==> src/verilog/tmr_cfg.svh <==
// Register offsets, reset values and field positions of the temperature monitor
`ifndef TMR_CFG_SVH
`define TMR_CFG_SVH

// ************************************************************
// Register offsets
// ************************************************************
`define TMR_A_INT_TEMP      8'h00
`define TMR_A_INT_TEMP_M    8'h38
`define TMR_A_EXT1_TEMP     8'h01
`define TMR_A_EXT1_TEMP_M   8'h3A
`define TMR_A_STATUS        8'h02
`define TMR_A_STATUS_M      8'h34
`define TMR_A_CFG           8'h03
`define TMR_A_CFG_M         8'h09
`define TMR_A_RATE          8'h04
`define TMR_A_RATE_M        8'h0A
`define TMR_A_INT_HI        8'h05
`define TMR_A_INT_HI_M      8'h0B
`define TMR_A_INT_LO        8'h06
`define TMR_A_INT_LO_M      8'h0C
`define TMR_A_EXT1_HI       8'h07
`define TMR_A_EXT1_HI_M     8'h0D
`define TMR_A_EXT1_LO       8'h08
`define TMR_A_EXT1_LO_M     8'h0E
`define TMR_A_ONE_SHOT      8'h0F
`define TMR_A_EXT1_FRAC     8'h10
`define TMR_A_EXT1_FRAC_M   8'h3B
`define TMR_A_EXT1_HI_FR    8'h13
`define TMR_A_EXT1_LO_FR    8'h14
`define TMR_A_EXT2_HI       8'h15
`define TMR_A_EXT2_LO       8'h16
`define TMR_A_EXT2_HI_FR    8'h17
`define TMR_A_EXT2_LO_FR    8'h18
`define TMR_A_EXT1_CRIT     8'h19
`define TMR_A_EXT2_CRIT     8'h1A
`define TMR_A_FAULT         8'h1B
`define TMR_A_MASK          8'h1F
`define TMR_A_INT_CRIT      8'h20
`define TMR_A_CRIT_HYST     8'h21
`define TMR_A_CONSEC        8'h22
`define TMR_A_EXT2_TEMP     8'h23
`define TMR_A_EXT2_TEMP_M   8'h3C
`define TMR_A_EXT2_FRAC     8'h24
`define TMR_A_EXT2_FRAC_M   8'h3D

// ************************************************************
// Reset values
// ************************************************************
`define TMR_R_ZERO          8'h00
`define TMR_R_RATE          8'h06
`define TMR_R_HI_LIM        8'h55
`define TMR_R_LO_LIM        8'h80
`define TMR_R_CRIT_LIM      8'h64
`define TMR_R_CRIT_HYST     8'h0A
`define TMR_R_CONSEC        8'h70
`define TMR_FAULT_MARK      8'h80

// ************************************************************
// Field positions
// ************************************************************
`define TMR_CFG_MASK_ALL    7
`define TMR_CFG_COMP_MODE   5
`define TMR_CFG_APD         1
`define TMR_STS_HIGH        4
`define TMR_STS_LOW         3
`define TMR_STS_FAULT       2
`define TMR_STS_CRIT        1
`define TMR_CONSEC_ALERT    1
`define TMR_CONSEC_CRIT     4
`define TMR_FAULT_USED      8'h0E
`define TMR_MASK_USED       8'h0F

`endif

==> src/verilog/tmr_pkg.sv <==
// Types shared by the temperature monitor register bank
package tmr_pkg;

    typedef enum logic [1:0]
    {
        TMR_CH_INT  = 2'h0,
        TMR_CH_EXT1 = 2'h1,
        TMR_CH_EXT2 = 2'h2,
        TMR_CH_EXT3 = 2'h3
    } tmr_chan_t;

    typedef logic [7:0] tmr_byte_t;

endpackage

==> src/verilog/tmr_regs.sv <==
// Register bank, limit checking and diode fault handling of the temperature monitor
`timescale 1ns/1ns
`include "tmr_cfg.svh"

// What this block does
// - On open or short, store 80h as channel integer byte and set status fault.
// - Paired mode: opens reported per channel, a short reported on both channels.
// - Third external channel is measured with polarity reversed from the second.
// - Host reads and writes every mapped register according to its access type.
// - Unused mask register bits ignore writes and read back as zero; configuration and consecutive-alert store all eight bits.
// - Internal integer byte reads identically at 00h and 38h.
// - First external integer byte reads identically at 01h and 3Ah.
// - Status at 02h mirrors status at 34h.
// - One configuration register at 03h and 09h, reset zero.
// - Conversion rate aliased at 04h and 0Ah, reset 06h.
// - Internal high limit aliased at 05h and 0Bh, reset 55h.
// - Internal low limit aliased at 06h and 0Ch, reset 80h.
// - First external limits at 07h/0Dh, 08h/0Eh; fractions 13h, 14h reset zero.
// - Second external limits at 15h to 18h with integer and fraction resets.
// - Any write to 0Fh starts one update of all channels; nothing stored.
// - Fault register holds one flag per external channel, cleared by read.
// - Critical limits at 19h, 1Ah and 20h reset to 64h.
// - One critical hysteresis value, reset 0Ah, applies to all critical checks.
// - Consecutive-alert register sets high-limit count before alert and critical count before alarm, reset 70h.
// - Channel mask suppresses high and low limit alerts per channel, reset zero.
// - Second external integer at 23h/3Ch, fraction at 24h/3Dh.
// - Comparator mode holds high status through reads until alert deasserts.
module tmr_regs
(
    input  wire logic       SYS_CLK,
    input  wire logic       NRST,
    input  wire logic [7:0] REG_ADDR,
    input  wire logic [7:0] REG_WDATA,
    input  wire logic       REG_WR,
    input  wire logic       REG_RD,
    output logic      [7:0] REG_RDATA,
    input  wire logic       MEAS_VALID,
    input  wire logic [1:0] MEAS_CH,
    input  wire logic [7:0] MEAS_INT,
    input  wire logic [7:0] MEAS_FRAC,
    input  wire logic       MEAS_OPEN,
    input  wire logic       MEAS_SHORT,
    input  wire logic [1:0] CONV_CH,
    output logic            CONV_START,
    output logic            BIAS_REVERSE,
    output logic      [7:0] UPDATE_RATE,
    output logic            ALERT_N,
    output logic            CRITICAL_ALARM_OUTPUT_N
);

    // ************************************************************
    // Helpers
    // ************************************************************
    function automatic logic at_or_above(input logic [15:0] a, input logic [15:0] b);
        at_or_above = $signed(a) >= $signed(b);
    endfunction

    function automatic logic hit(input logic [1:0] a, input logic [7:0] x, input logic [7:0] y);
        hit = REG_WR && ((REG_ADDR == x) || (REG_ADDR == y));
    endfunction

    // ************************************************************
    // Storage
    // ************************************************************
    tmr_pkg::tmr_byte_t temp_int_q [3];
    tmr_pkg::tmr_byte_t temp_frac_q [3];
    tmr_pkg::tmr_byte_t hi_lim_q [3];
    tmr_pkg::tmr_byte_t lo_lim_q [3];
    tmr_pkg::tmr_byte_t hi_fr_q [3];
    tmr_pkg::tmr_byte_t lo_fr_q [3];
    tmr_pkg::tmr_byte_t crit_lim_q [3];
    tmr_pkg::tmr_byte_t cfg_q;
    tmr_pkg::tmr_byte_t rate_q;
    tmr_pkg::tmr_byte_t hyst_q;
    tmr_pkg::tmr_byte_t consec_q;
    tmr_pkg::tmr_byte_t mask_q;
    tmr_pkg::tmr_byte_t status_q;
    tmr_pkg::tmr_byte_t status_d;
    tmr_pkg::tmr_byte_t fault_q;
    tmr_pkg::tmr_byte_t fault_d;
    tmr_pkg::tmr_byte_t rd_mux;
    logic [2:0]         hi_cnt_q [3];
    logic [2:0]         crit_cnt_q [3];
    logic [2:0]         alert_ch_q;
    logic [2:0]         crit_ch_q;

    // ************************************************************
    // Write decode
    // ************************************************************
    wire       wr_cfg      = hit(2'h0, `TMR_A_CFG, `TMR_A_CFG_M);
    wire       wr_rate     = hit(2'h0, `TMR_A_RATE, `TMR_A_RATE_M);
    wire       wr_hyst     = hit(2'h0, `TMR_A_CRIT_HYST, `TMR_A_CRIT_HYST);
    wire       wr_consec   = hit(2'h0, `TMR_A_CONSEC, `TMR_A_CONSEC);
    wire       wr_mask     = hit(2'h0, `TMR_A_MASK, `TMR_A_MASK);
    wire       wr_oneshot  = hit(2'h0, `TMR_A_ONE_SHOT, `TMR_A_ONE_SHOT);
    wire [2:0] wr_hi;
    wire [2:0] wr_lo;
    wire [2:0] wr_crit;
    wire [2:0] wr_hi_fr;
    wire [2:0] wr_lo_fr;

    assign wr_hi[0]    = hit(2'h0, `TMR_A_INT_HI, `TMR_A_INT_HI_M);
    assign wr_lo[0]    = hit(2'h0, `TMR_A_INT_LO, `TMR_A_INT_LO_M);
    assign wr_hi[1]    = hit(2'h0, `TMR_A_EXT1_HI, `TMR_A_EXT1_HI_M);
    assign wr_lo[1]    = hit(2'h0, `TMR_A_EXT1_LO, `TMR_A_EXT1_LO_M);
    assign wr_hi[2]    = hit(2'h0, `TMR_A_EXT2_HI, `TMR_A_EXT2_HI);
    assign wr_lo[2]    = hit(2'h0, `TMR_A_EXT2_LO, `TMR_A_EXT2_LO);
    assign wr_hi_fr[0] = 1'b0;
    assign wr_lo_fr[0] = 1'b0;
    assign wr_hi_fr[1] = hit(2'h0, `TMR_A_EXT1_HI_FR, `TMR_A_EXT1_HI_FR);
    assign wr_lo_fr[1] = hit(2'h0, `TMR_A_EXT1_LO_FR, `TMR_A_EXT1_LO_FR);
    assign wr_hi_fr[2] = hit(2'h0, `TMR_A_EXT2_HI_FR, `TMR_A_EXT2_HI_FR);
    assign wr_lo_fr[2] = hit(2'h0, `TMR_A_EXT2_LO_FR, `TMR_A_EXT2_LO_FR);
    assign wr_crit[0]  = hit(2'h0, `TMR_A_INT_CRIT, `TMR_A_INT_CRIT);
    assign wr_crit[1]  = hit(2'h0, `TMR_A_EXT1_CRIT, `TMR_A_EXT1_CRIT);
    assign wr_crit[2]  = hit(2'h0, `TMR_A_EXT2_CRIT, `TMR_A_EXT2_CRIT);

    // ************************************************************
    // Read clear decode
    // ************************************************************
    wire rd_status = REG_RD && ((REG_ADDR == `TMR_A_STATUS) || (REG_ADDR == `TMR_A_STATUS_M));
    wire rd_fault  = REG_RD && (REG_ADDR == `TMR_A_FAULT);
    wire comp_mode = cfg_q[`TMR_CFG_COMP_MODE];
    wire apd_mode  = cfg_q[`TMR_CFG_APD];

    // ************************************************************
    // Measurement and fault decode
    // ************************************************************
    wire       is_fault    = MEAS_VALID && (MEAS_OPEN || MEAS_SHORT);
    wire       pair_ch     = (MEAS_CH == tmr_pkg::TMR_CH_EXT2) || (MEAS_CH == tmr_pkg::TMR_CH_EXT3);
    wire       pair_short  = MEAS_VALID && MEAS_SHORT && apd_mode && pair_ch;
    wire [3:0] ch_onehot   = 4'h1 << MEAS_CH;
    wire [3:0] fault_set   = (is_fault ? ch_onehot : 4'h0) | (pair_short ? 4'hC : 4'h0);
    wire [7:0] fault_bits  = {4'h0, fault_set} & `TMR_FAULT_USED;
    wire [2:0] alert_need  = consec_q[`TMR_CONSEC_ALERT +: 3];
    wire [2:0] crit_need   = consec_q[`TMR_CONSEC_CRIT +: 3];
    wire [15:0] cur_val    = {MEAS_INT, MEAS_FRAC};

    wire [2:0] meas_ok;
    wire [2:0] hi_hit;
    wire [2:0] lo_hit;
    wire [2:0] crit_hit;
    wire [2:0] hi_rel;
    wire [2:0] crit_rel;
    wire [2:0] hi_qual;
    wire [2:0] crit_qual;

    genvar c;
    generate
        for (c = 0; c < 3; c = c + 1)
        begin : g_chk
            wire [7:0] hi_back   = hi_lim_q[c] - hyst_q;
            wire [7:0] crit_back = crit_lim_q[c] - hyst_q;
            assign meas_ok[c]   = MEAS_VALID && !is_fault && (MEAS_CH == 2'(c));
            assign hi_hit[c]    = meas_ok[c] && at_or_above(cur_val, {hi_lim_q[c], hi_fr_q[c]});
            assign lo_hit[c]    = meas_ok[c] && !at_or_above(cur_val, {lo_lim_q[c], lo_fr_q[c]});
            assign crit_hit[c]  = meas_ok[c] && at_or_above(cur_val, {crit_lim_q[c], 8'h00});
            assign hi_rel[c]    = meas_ok[c] && !at_or_above(cur_val, {hi_back, hi_fr_q[c]});
            assign crit_rel[c]  = meas_ok[c] && !at_or_above(cur_val, {crit_back, 8'h00});
            assign hi_qual[c]   = hi_hit[c] && (hi_cnt_q[c] >= alert_need);
            assign crit_qual[c] = crit_hit[c] && (crit_cnt_q[c] >= crit_need);
        end
    endgenerate

    wire [2:0] unmasked   = ~mask_q[2:0];
    wire [2:0] alert_ch_d = (alert_ch_q | hi_qual) & ~(hi_rel & ~hi_qual);
    wire [2:0] crit_ch_d  = (crit_ch_q | crit_qual) & ~(crit_rel & ~crit_qual);
    wire       alert_any  = |(alert_ch_d & unmasked);
    wire       set_high   = |(hi_qual & unmasked);
    wire       set_low    = |(lo_hit & unmasked);
    wire       set_crit   = |crit_qual;

    // ************************************************************
    // Status update: set wins over read clear
    // ************************************************************
    wire       hold_high  = comp_mode && alert_any;
    wire       auto_clr   = comp_mode && !alert_any && !set_high;
    wire [7:0] sts_keep   = rd_status ? (hold_high ? (8'h1 << `TMR_STS_HIGH) : 8'h00) : 8'hFF;
    wire [7:0] sts_set    = ({7'h00, set_high} << `TMR_STS_HIGH)
                          | ({7'h00, set_low} << `TMR_STS_LOW)
                          | ({7'h00, |fault_set} << `TMR_STS_FAULT)
                          | ({7'h00, set_crit} << `TMR_STS_CRIT);
    wire [7:0] sts_raw    = (status_q & sts_keep) | sts_set;
    wire [7:0] sts_high_m = 8'h1 << `TMR_STS_HIGH;

    assign status_d = auto_clr ? (sts_raw & ~sts_high_m) : sts_raw;
    assign fault_d  = (rd_fault ? 8'h00 : fault_q) | fault_bits;

    wire       irq_level  = !cfg_q[`TMR_CFG_MASK_ALL] && (status_q != 8'h00);
    wire       alert_pin  = comp_mode ? alert_any : irq_level;

    // ************************************************************
    // Read selection
    // ************************************************************
    always_comb
    begin
        case (REG_ADDR)
            `TMR_A_INT_TEMP, `TMR_A_INT_TEMP_M:   rd_mux = temp_int_q[0];
            `TMR_A_EXT1_TEMP, `TMR_A_EXT1_TEMP_M: rd_mux = temp_int_q[1];
            `TMR_A_EXT1_FRAC, `TMR_A_EXT1_FRAC_M: rd_mux = temp_frac_q[1];
            `TMR_A_EXT2_TEMP, `TMR_A_EXT2_TEMP_M: rd_mux = temp_int_q[2];
            `TMR_A_EXT2_FRAC, `TMR_A_EXT2_FRAC_M: rd_mux = temp_frac_q[2];
            `TMR_A_STATUS, `TMR_A_STATUS_M:       rd_mux = status_q;
            `TMR_A_CFG, `TMR_A_CFG_M:             rd_mux = cfg_q;
            `TMR_A_RATE, `TMR_A_RATE_M:           rd_mux = rate_q;
            `TMR_A_INT_HI, `TMR_A_INT_HI_M:       rd_mux = hi_lim_q[0];
            `TMR_A_INT_LO, `TMR_A_INT_LO_M:       rd_mux = lo_lim_q[0];
            `TMR_A_EXT1_HI, `TMR_A_EXT1_HI_M:     rd_mux = hi_lim_q[1];
            `TMR_A_EXT1_LO, `TMR_A_EXT1_LO_M:     rd_mux = lo_lim_q[1];
            `TMR_A_EXT1_HI_FR:                    rd_mux = hi_fr_q[1];
            `TMR_A_EXT1_LO_FR:                    rd_mux = lo_fr_q[1];
            `TMR_A_EXT2_HI:                       rd_mux = hi_lim_q[2];
            `TMR_A_EXT2_LO:                       rd_mux = lo_lim_q[2];
            `TMR_A_EXT2_HI_FR:                    rd_mux = hi_fr_q[2];
            `TMR_A_EXT2_LO_FR:                    rd_mux = lo_fr_q[2];
            `TMR_A_EXT1_CRIT:                     rd_mux = crit_lim_q[1];
            `TMR_A_EXT2_CRIT:                     rd_mux = crit_lim_q[2];
            `TMR_A_INT_CRIT:                      rd_mux = crit_lim_q[0];
            `TMR_A_FAULT:                         rd_mux = fault_q;
            `TMR_A_MASK:                          rd_mux = mask_q;
            `TMR_A_CRIT_HYST:                     rd_mux = hyst_q;
            `TMR_A_CONSEC:                        rd_mux = consec_q;
            default:                              rd_mux = 8'h00;
        endcase
    end

    // ************************************************************
    // Control registers
    // ************************************************************
    always_ff @(posedge SYS_CLK)
    begin
        if (!NRST)
        begin
            cfg_q    <= `TMR_R_ZERO;
            rate_q   <= `TMR_R_RATE;
            hyst_q   <= `TMR_R_CRIT_HYST;
            consec_q <= `TMR_R_CONSEC;
            mask_q   <= `TMR_R_ZERO;
        end
        else
        begin
            if (wr_cfg)    cfg_q    <= REG_WDATA;
            if (wr_rate)   rate_q   <= REG_WDATA;
            if (wr_hyst)   hyst_q   <= REG_WDATA;
            if (wr_consec) consec_q <= REG_WDATA;
            if (wr_mask)   mask_q   <= REG_WDATA & `TMR_MASK_USED;
        end
    end

    // ************************************************************
    // Limit registers
    // ************************************************************
    always_ff @(posedge SYS_CLK)
    begin
        for (int i = 0; i < 3; i++)
        begin
            if (!NRST)
            begin
                hi_lim_q[i]   <= `TMR_R_HI_LIM;
                lo_lim_q[i]   <= `TMR_R_LO_LIM;
                hi_fr_q[i]    <= `TMR_R_ZERO;
                lo_fr_q[i]    <= `TMR_R_ZERO;
                crit_lim_q[i] <= `TMR_R_CRIT_LIM;
            end
            else
            begin
                if (wr_hi[i])    hi_lim_q[i]   <= REG_WDATA;
                if (wr_lo[i])    lo_lim_q[i]   <= REG_WDATA;
                if (wr_hi_fr[i]) hi_fr_q[i]    <= REG_WDATA;
                if (wr_lo_fr[i]) lo_fr_q[i]    <= REG_WDATA;
                if (wr_crit[i])  crit_lim_q[i] <= REG_WDATA;
            end
        end
    end

    // ************************************************************
    // Readings, integer byte forced to the marker on a fault
    // ************************************************************
    always_ff @(posedge SYS_CLK)
    begin
        for (int i = 0; i < 3; i++)
        begin
            if (!NRST)
            begin
                temp_int_q[i]  <= `TMR_R_ZERO;
                temp_frac_q[i] <= `TMR_R_ZERO;
            end
            else if (fault_set[i])
            begin
                temp_int_q[i]  <= `TMR_FAULT_MARK;
            end
            else if (MEAS_VALID && (MEAS_CH == 2'(i)))
            begin
                temp_int_q[i]  <= MEAS_INT;
                temp_frac_q[i] <= MEAS_FRAC;
            end
        end
    end

    // ************************************************************
    // Consecutive counters and channel alarm states
    // ************************************************************
    always_ff @(posedge SYS_CLK)
    begin
        for (int i = 0; i < 3; i++)
        begin
            if (!NRST)
            begin
                hi_cnt_q[i]   <= 3'h0;
                crit_cnt_q[i] <= 3'h0;
            end
            else if (MEAS_VALID && (MEAS_CH == 2'(i)))
            begin
                hi_cnt_q[i]   <= !hi_hit[i] ? 3'h0 : (&hi_cnt_q[i] ? 3'h7 : hi_cnt_q[i] + 3'h1);
                crit_cnt_q[i] <= !crit_hit[i] ? 3'h0
                               : (&crit_cnt_q[i] ? 3'h7 : crit_cnt_q[i] + 3'h1);
            end
        end
    end

    always_ff @(posedge SYS_CLK)
    begin
        if (!NRST)
        begin
            alert_ch_q <= 3'h0;
            crit_ch_q  <= 3'h0;
            status_q   <= `TMR_R_ZERO;
            fault_q    <= `TMR_R_ZERO;
        end
        else
        begin
            alert_ch_q <= alert_ch_d;
            crit_ch_q  <= crit_ch_d;
            status_q   <= status_d;
            fault_q    <= fault_d;
        end
    end

    // ************************************************************
    // Outputs
    // ************************************************************
    always_ff @(posedge SYS_CLK)
    begin
        if (!NRST)
        begin
            REG_RDATA               <= 8'h00;
            CONV_START              <= 1'b0;
            BIAS_REVERSE            <= 1'b0;
            UPDATE_RATE             <= `TMR_R_RATE;
            ALERT_N                 <= 1'b1;
            CRITICAL_ALARM_OUTPUT_N <= 1'b1;
        end
        else
        begin
            if (REG_RD)
                REG_RDATA <= rd_mux;
            CONV_START              <= wr_oneshot;
            BIAS_REVERSE            <= (CONV_CH == tmr_pkg::TMR_CH_EXT3);
            UPDATE_RATE             <= rate_q;
            ALERT_N                 <= !alert_pin;
            CRITICAL_ALARM_OUTPUT_N <= !(|crit_ch_d);
        end
    end

endmodule // tmr_regs

==> config.mk <==
export PLATFORM = sky130hd
export DESIGN_NAME = tmr_regs
export DESIGN_NICKNAME = d
export VERILOG_FILES = /design/src/verilog/tmr_pkg.sv /design/src/verilog/tmr_regs.sv
export VERILOG_INCLUDE_DIRS = /design/src /design/src/verilog
export SDC_FILE = /design/constraint.sdc
export NUM_CORES = 1
export LEC_CHECK = 0
export ABC_AREA = 1
export BUFFER_PORTS_ARGS = -buffer_cell sky130_fd_sc_hd__buf_2
export CAP_MARGIN = 30
export CORE_ASPECT_RATIO = 1.5
export CORE_MARGIN = 2
export CORE_UTILIZATION = 39
export CTS_BUF_LIST = sky130_fd_sc_hd__clkbuf_4 sky130_fd_sc_hd__clkbuf_8
export CTS_CLUSTER_SIZE = 30
export DETAILED_ROUTE_END_ITERATION = 10
export PLACE_DENSITY = 0.57
export SYNTH_ARGS = -nofsm -noshare
export SYNTH_HDL_FRONTEND = slang
export SYNTH_SLANG_ARGS = --single-unit
==> constraint.sdc <==
create_clock -name SYS_CLK -period 3.52 [get_ports SYS_CLK]
set_input_delay 0.352 -clock SYS_CLK [delete_from_list [all_inputs] [get_ports SYS_CLK]]
set_output_delay 0.352 -clock SYS_CLK [all_outputs]
set_load 0.005 [all_outputs]
---- Word-level counts from Yosys, hierarchy flattened ----
Memory sizes are Yosys's and may differ from the RTL's.
Index checks and enable logic that the tools add are counted.
W data, S select, Z words.
storage, ports and cells
  memories kept ........................... 9
  output and inout bits ................... 20
  RAM bits ................................ 186
  input bits .............................. 43
  flip-flop bits (word level) ............. 78
  word-level logic and storage cells ...... 373
cells by class
  bitwise gates (word level) .............. 50
  shift-type cells ........................ 1
  equal/unequal tests ..................... 41
  order comparisons ....................... 21
  add/subtract/negate cells ............... 12
  reductions and logical operators ........ 109
  multiplexer cells ....................... 114
memory list
  name             words  bits a word  rd ports  clocked after Yosys merged registers in  write ports  line            RTL
  crit_lim_q       3      8            3         0                                        3            tmr_regs.sv:71  tmr_pkg::tmr_byte_t crit_lim_q [3];
  hi_fr_q          3      8            3         0                                        3            tmr_regs.sv:69  tmr_pkg::tmr_byte_t hi_fr_q [3];
  hi_lim_q         3      8            3         0                                        3            tmr_regs.sv:67  tmr_pkg::tmr_byte_t hi_lim_q [3];
  lo_fr_q          3      8            3         0                                        3            tmr_regs.sv:70  tmr_pkg::tmr_byte_t lo_fr_q [3];
  lo_lim_q         3      8            3         0                                        3            tmr_regs.sv:68  tmr_pkg::tmr_byte_t lo_lim_q [3];
  temp_frac_q      3      8            2         0                                        3            tmr_regs.sv:66  tmr_pkg::tmr_byte_t temp_frac_q [3];
  3 more memories  -      -            -         -                                        -            -
operators with widths
  cell                   count
  $ge A16 B16 Y1         15
  $pmux W8 S25           1
  $mux W8                24
  $eq A8 B5 Y1 const B   11
  $eq A8 B6 Y1 const B   11
  $mux W1                68
  $eq A8 B4 Y1 const B   8
  $logic_and A1 B1 Y1    57
  $mux W3                18
  $sub A8 B8 Y8          6
  $eq A8 B3 Y1 const B   4
  $or A1 B1 Y1           28
  $reduce_or A2 Y1       13
  $and A3 B3 Y3          7
  $add A3 B1 Y3 const B  6
  $ge A3 B3 Y1           6
  $reduce_and A3 Y1      6
  $eq A8 B2 Y1 const B   2
  $logic_not A1 Y1       15
  $not A3 Y3             5
  $reduce_or A3 Y1       5
  $logic_or A1 B1 Y1     9
  $and A8 B8 Y8          1
  $eq A8 B1 Y1 const B   1
  other kinds (17)       21

---- Depth between registers and ports, before layout ----
  depth after elaboration ................. 18
  depth in mapped cells ................... 25
  depth with buffers taken out ............ 25

---- Worst setup path before layout ----
No wires, ideal clock.
  path type ............................... reg2reg
  start ................................... reg hyst_q[1]
  end ..................................... reg CRITICAL_ALARM_OUTPUT_N
  library setup time ...................... 0.118 ns
  path slack .............................. 0.415 ns
  arrival time ............................ 2.988 ns
  data required time ...................... 3.402 ns
  period minus slack after synthesis ...... 3.105 ns
  path buffers ............................ 0
  stages on the path, launching flop included .. 21
  path through ............................ dfxtp_1 inv_1 ha_1 nand3_1 nand2_1 a21oi_1 o21ai_0 a21o_1 a21oi_1 xor2_1 ha_1 a21oi_1 o21a_1 nand2_1 or2_2 nand2_1 o31ai_1 nand2_1 nand2_1 nand2_1 nor2_1
on the way
  cells in the longest elaborated chain, start to end .. 9
  elaborated cells on any way between the ends .. 17
  classes of those cells .................. add/sub (3); order compare (3); bitwise (3); reduce/logical (8)
RTL lines
  element                   line             RTL
  start: declaration        tmr_regs.sv:74   tmr_pkg::tmr_byte_t hyst_q;
  start signal: assignment  tmr_regs.sv:236  hyst_q <= `TMR_R_CRIT_HYST;
  $sub A8 B8 Y8             tmr_regs.sv:153  wire [7:0] crit_back = crit_lim_q[c] - hyst_q;
  $ge A16 B16 Y1            tmr_regs.sv:55   at_or_above = $signed(a) >= $signed(b);
  $logic_not A1 Y1          tmr_regs.sv:159  assign crit_rel[c] = meas_ok[c] && !at_or_above(cur_val, {crit_back, 8'h00});
  $logic_and A1 B1 Y1       tmr_regs.sv:159
  $and A3 B3 Y3 *           tmr_regs.sv:167  wire [2:0] crit_ch_d = (crit_ch_q | crit_qual) & ~(crit_rel & ~crit_qual);
  $not A3 Y3 *              tmr_regs.sv:167
  $and A3 B3 Y3 *           tmr_regs.sv:167
  $reduce_or A3 Y1 *        tmr_regs.sv:361  CRITICAL_ALARM_OUTPUT_N <= !(|crit_ch_d);
  $logic_not A1 Y1 *        tmr_regs.sv:361
  end signal: assignment    tmr_regs.sv:361
  end: declaration          tmr_regs.sv:48   output logic CRITICAL_ALARM_OUTPUT_N
Mark *: on every way between the ends. The rest lies on a longest branch, timed or not.
A chain may end at the register's enable or synchronous reset.

---- Final worst setup path ----
  start ................................... reg hyst_q[1]
  end ..................................... reg status_q[4]
on the way
  cells in the longest elaborated chain, start to end .. 14
  elaborated cells on any way between the ends .. 26
  classes of those cells .................. add/sub (3); order compare (3); mux (2); bitwise (6); reduce/logical (12)
RTL lines
  element                 line             RTL
  $sub A8 B8 Y8           tmr_regs.sv:152  wire [7:0] hi_back = hi_lim_q[c] - hyst_q;
  $ge A16 B16 Y1          tmr_regs.sv:55
  $logic_not A1 Y1        tmr_regs.sv:158  assign hi_rel[c] = meas_ok[c] && !at_or_above(cur_val, {hi_back, hi_fr_q[c]});
  $logic_and A1 B1 Y1     tmr_regs.sv:158
  $and A3 B3 Y3 *         tmr_regs.sv:166  wire [2:0] alert_ch_d = (alert_ch_q | hi_qual) & ~(hi_rel & ~hi_qual);
  $not A3 Y3 *            tmr_regs.sv:166
  $and A3 B3 Y3 *         tmr_regs.sv:166
  $and A3 B3 Y3 *         tmr_regs.sv:168  wire alert_any = |(alert_ch_d & unmasked);
  $reduce_or A3 Y1 *      tmr_regs.sv:168
  $logic_and A1 B1 Y1     tmr_regs.sv:176  wire hold_high = comp_mode && alert_any;
  $mux W5                 tmr_regs.sv:178  wire [7:0] sts_keep = rd_status ? (hold_high ? (8'h1 << `TMR_STS_HIGH) : 8'h00) : 8'hFF;
  $mux W8                 tmr_regs.sv:178
  $and A8 B8 Y8           tmr_regs.sv:183  wire [7:0] sts_raw = (status_q & sts_keep) | sts_set;
  $or A8 B5 Y8            tmr_regs.sv:183
  end signal: assignment  tmr_regs.sv:327  status_q <= `TMR_R_ZERO;
  end signal: assignment  tmr_regs.sv:334  status_q <= status_d;
  end: declaration        tmr_regs.sv:77   tmr_pkg::tmr_byte_t status_q;
Marks and branches as above.

==> results.cfg <==
[logic_synthesis]
synth.most_common_cell = nand2_1
synth_edf_count = 162
syn_inst = 1940
ys_seq_elements = 235
syn_area_mm2 = 0.0160
yosys.area.top_type_share_pct = 30.4
synth_fp_nets = 2207
synth_common_cells = 366 x nand2_1, 288 x inv_1, 229 x nor2_1, 218 x ha_1, 168 x a21oi_1
ys_warn_count = 0
ys_async_sr_fraction_pct = 0
synth_top_cell_by_area = edfxtp_1
avgSynthCellArea_um2 = 8.25
ys.flop_type = edfxtp_1
yosysSeqAreaShare_pct = 39.5
synth.area.top_cells = edfxtp_1 30%, ha_1 17%, dfxtp_1 9.1%
ys_types = 50

[floorplan]
fp.dieW_um = 169
initial_core_util_pct = 39.7
num_rows = 90
num_io_pins = 63
core_mm2 = 0.0403
fp.dieH_um = 252
dieArea_mm2 = 0.0427

[timing]
fmax_ghz = 0.301
holdWs_ns = 0.0528
setup_viol = 0
hold_viol = 0
fin_tns_setup_ns = 0
relSlewSlack_pct = 27.5
worstMarginPinSlew_ns = 1.09
fin_crit_ns = 3.33
clock-skew-final_ns = 0.0175
fin_ws_ns = 0.194
drv_slew = 0
layout_worst_path_cycle_share_pct = 94.5

[global_routing]
grt_pass1_wl_um = 91800
grt.total_usage_pct = 29.6
grt_max_degree = 49
gr-total-overflow = 0
grt_pass1_vias = 14550
antenna_found_initial = 1

[hold_path]
hp-class = in2reg

[clock_network]
clock_path_buffers = 3
clkTransAtPathRegs_ns = 0.07
clkSinkCount = 235
clkLatencyLatePin_ns = 0.58
numCtsBuffers = 41
htreeDepth = 2
cts_tree = yes
root_buffer = clkbuf_8

[final_layout]
nets = 2363
nFillCells = 4051
seqCellArea_mm2 = 0.00633
final_cells = 2636
area_growth_syn_to_layout_pct = 16.4
final_cell_area_mm2 = 0.0186
multi_input_area_mm2 = 0.00856
drive_gt1_share_pct = 13.7

[setup_path]
critPathRequiredTime_ns = 3.96
worstSetupStartpointType = register
crit_fanout = 9
crit_type = reg2reg
cp-end-kind = register
arrival_ns = 3.77

[power_and_ir_drop]
leakage_uw = 0.00861
p_per_area_mw_per_mm2 = 378
vdd_drop_max_uv = 295

[detailed_routing]
drc = 0
vias_per_cell = 5.53
vias = 14569
drt_pass1_iterations = 5
antenna_left = 0
wl_per_cell_um = 23.9
routed_wl_um = 63000
drt-initial-drc-count = 1239

[place]
place.gp.congestion = 1.03
place_area_mm2 = 0.0175
placed_cells = 2549
hpwl_um = 49500
io_buffer_count = 62
place_ws_ns = 0.0504

[run]
cap_violations = 0

[status]
outcome = complete, no violations
-- where the power goes --
| part | internal, uW | leakage (uW) | switching [uW] |
|---|---|---|---|
| Clock | 1490 | 0.000457 | 1240 |
| Sequential | 3060 | 0.00218 | 59.5 |
| Combinational | 424 | 0.00598 | 770 |
| Total | 4970 | 0.00861 | 2060 |
-- per-stage QoR --
stage / utilization [%] / power (uW)
2_1_floorplan: - / 3850
3_3_place_gp: 43.1 / 4270
3_5_place_dp: 43.5 / 4320
4_1_cts: 45.7 / 7030
5_1_grt: 46.2 / 7320
6_report: 46.2 / 7040
-- final timing paths --
| kind | from | end | slack [ns] | cells past startpoint |
|---|---|---|---|---|
| setup / recovery | hyst_q[1] | status_q[4] | 0.19 | 24 |
| hold / removal | REG_WDATA[6] | consec_q[6] | 0.05 | 3 |
| setup reg to reg | hyst_q[1] | status_q[4] | 0.19 | 24 |
| hold reg to reg | status_q[0] | status_q[0] | 0.45 | 2 |
-- area by class of cell --
cell class	count	area share, %
Antenna cell	2	0.0269
Clock buffer	59	3.92
Clock inverter	16	0.699
Inverter	302	6.09
Multi-Input combinational cell	1374	46.0
Sequential cell	235	34.0
Tap cell	506	3.40
Timing Repair Buffer	142	5.92
-- timing repair --
action,4_1_cts,5_1_grt
hold buffers,2,0
setup buffers,0,8
resized for setup,0,40
endpoints found under the hold margin,1,0
endpoints found under the setup margin,0,6
-- layer usage --
metal	vias up	share of wire [%]	global-route usage [%]
li1	6893	-	-
met1	6881	39	34.8
met2	581	47	49.6
met3	214	5.5	3.69
met4	0	8.4	21.6
met5	-	0	0
-- logic make-up after synthesis --
kind of cell,count (synthesis),synth area share (%)
buffers and inverters,331,7.86
AO/OA/AOI/OAI,358,13.0
AND/OR/NAND/NOR,756,19.9
adder cells (fa/ha/maj),224,17.8
XOR/XNOR,36,1.97
flip-flops,235,39.5
-- layout by cell type (no fill, tap or decap), types with 10 or more instances in the layout --
cell type,synthesis,routed
xor2_1,12,12
ha_1,218,214
inv_1,288,286
clkbuf_8,0,46
nand2_1,366,362
xnor2_1,24,24
o2111ai_1,11,11
edfxtp_1,162,162
o22ai_1,41,41
buf_2,3,62
a21oi_2,1,15
dfxtp_1,73,72
o211ai_1,19,19
nand3_1,73,69
a21oi_1,168,154
nor4_1,10,10
o21ai_0,76,70
nor3_1,20,20
o21ai_1,5,10
clkbuf_4,0,13
inv_2,13,15
nor2_1,229,228
buf_4,3,65
nand4_1,23,23
-- sequential cells by signal (all words and copies together), names as in the netlist, 9 cells and up --
signal and flops:
hi_cnt_q 9, lo_fr_q 16, temp_int_q 24, hi_fr_q 16
hi_lim_q 24, lo_lim_q 24, temp_frac_q 16, crit_cnt_q 9
crit_lim_q 24
-- critical path: stages (launching register included) --
cell and delay [ns]:
dfxtp_1 0.31, inv_1 0.07, buf_12 0.15, buf_4 0.13
fa_1 0.45, nand3_1 0.12, nand2_1 0.07, nand2_1 0.08
nand2_1 0.05, a21oi_1 0.16, xor2_1 0.10, ha_1 0.28
nand2_1 0.06, nor2_1 0.20, nand4_1 0.12, inv_1 0.09
nand2_1 0.07, nand3_1 0.08, nand3_2 0.11, nand2_2 0.10
nand2_1 0.06, nand2_1 0.09, nand3_2 0.12, nand2_1 0.08
a21oi_1 0.05
Note: power is estimated with default switching activity, not from simulation.
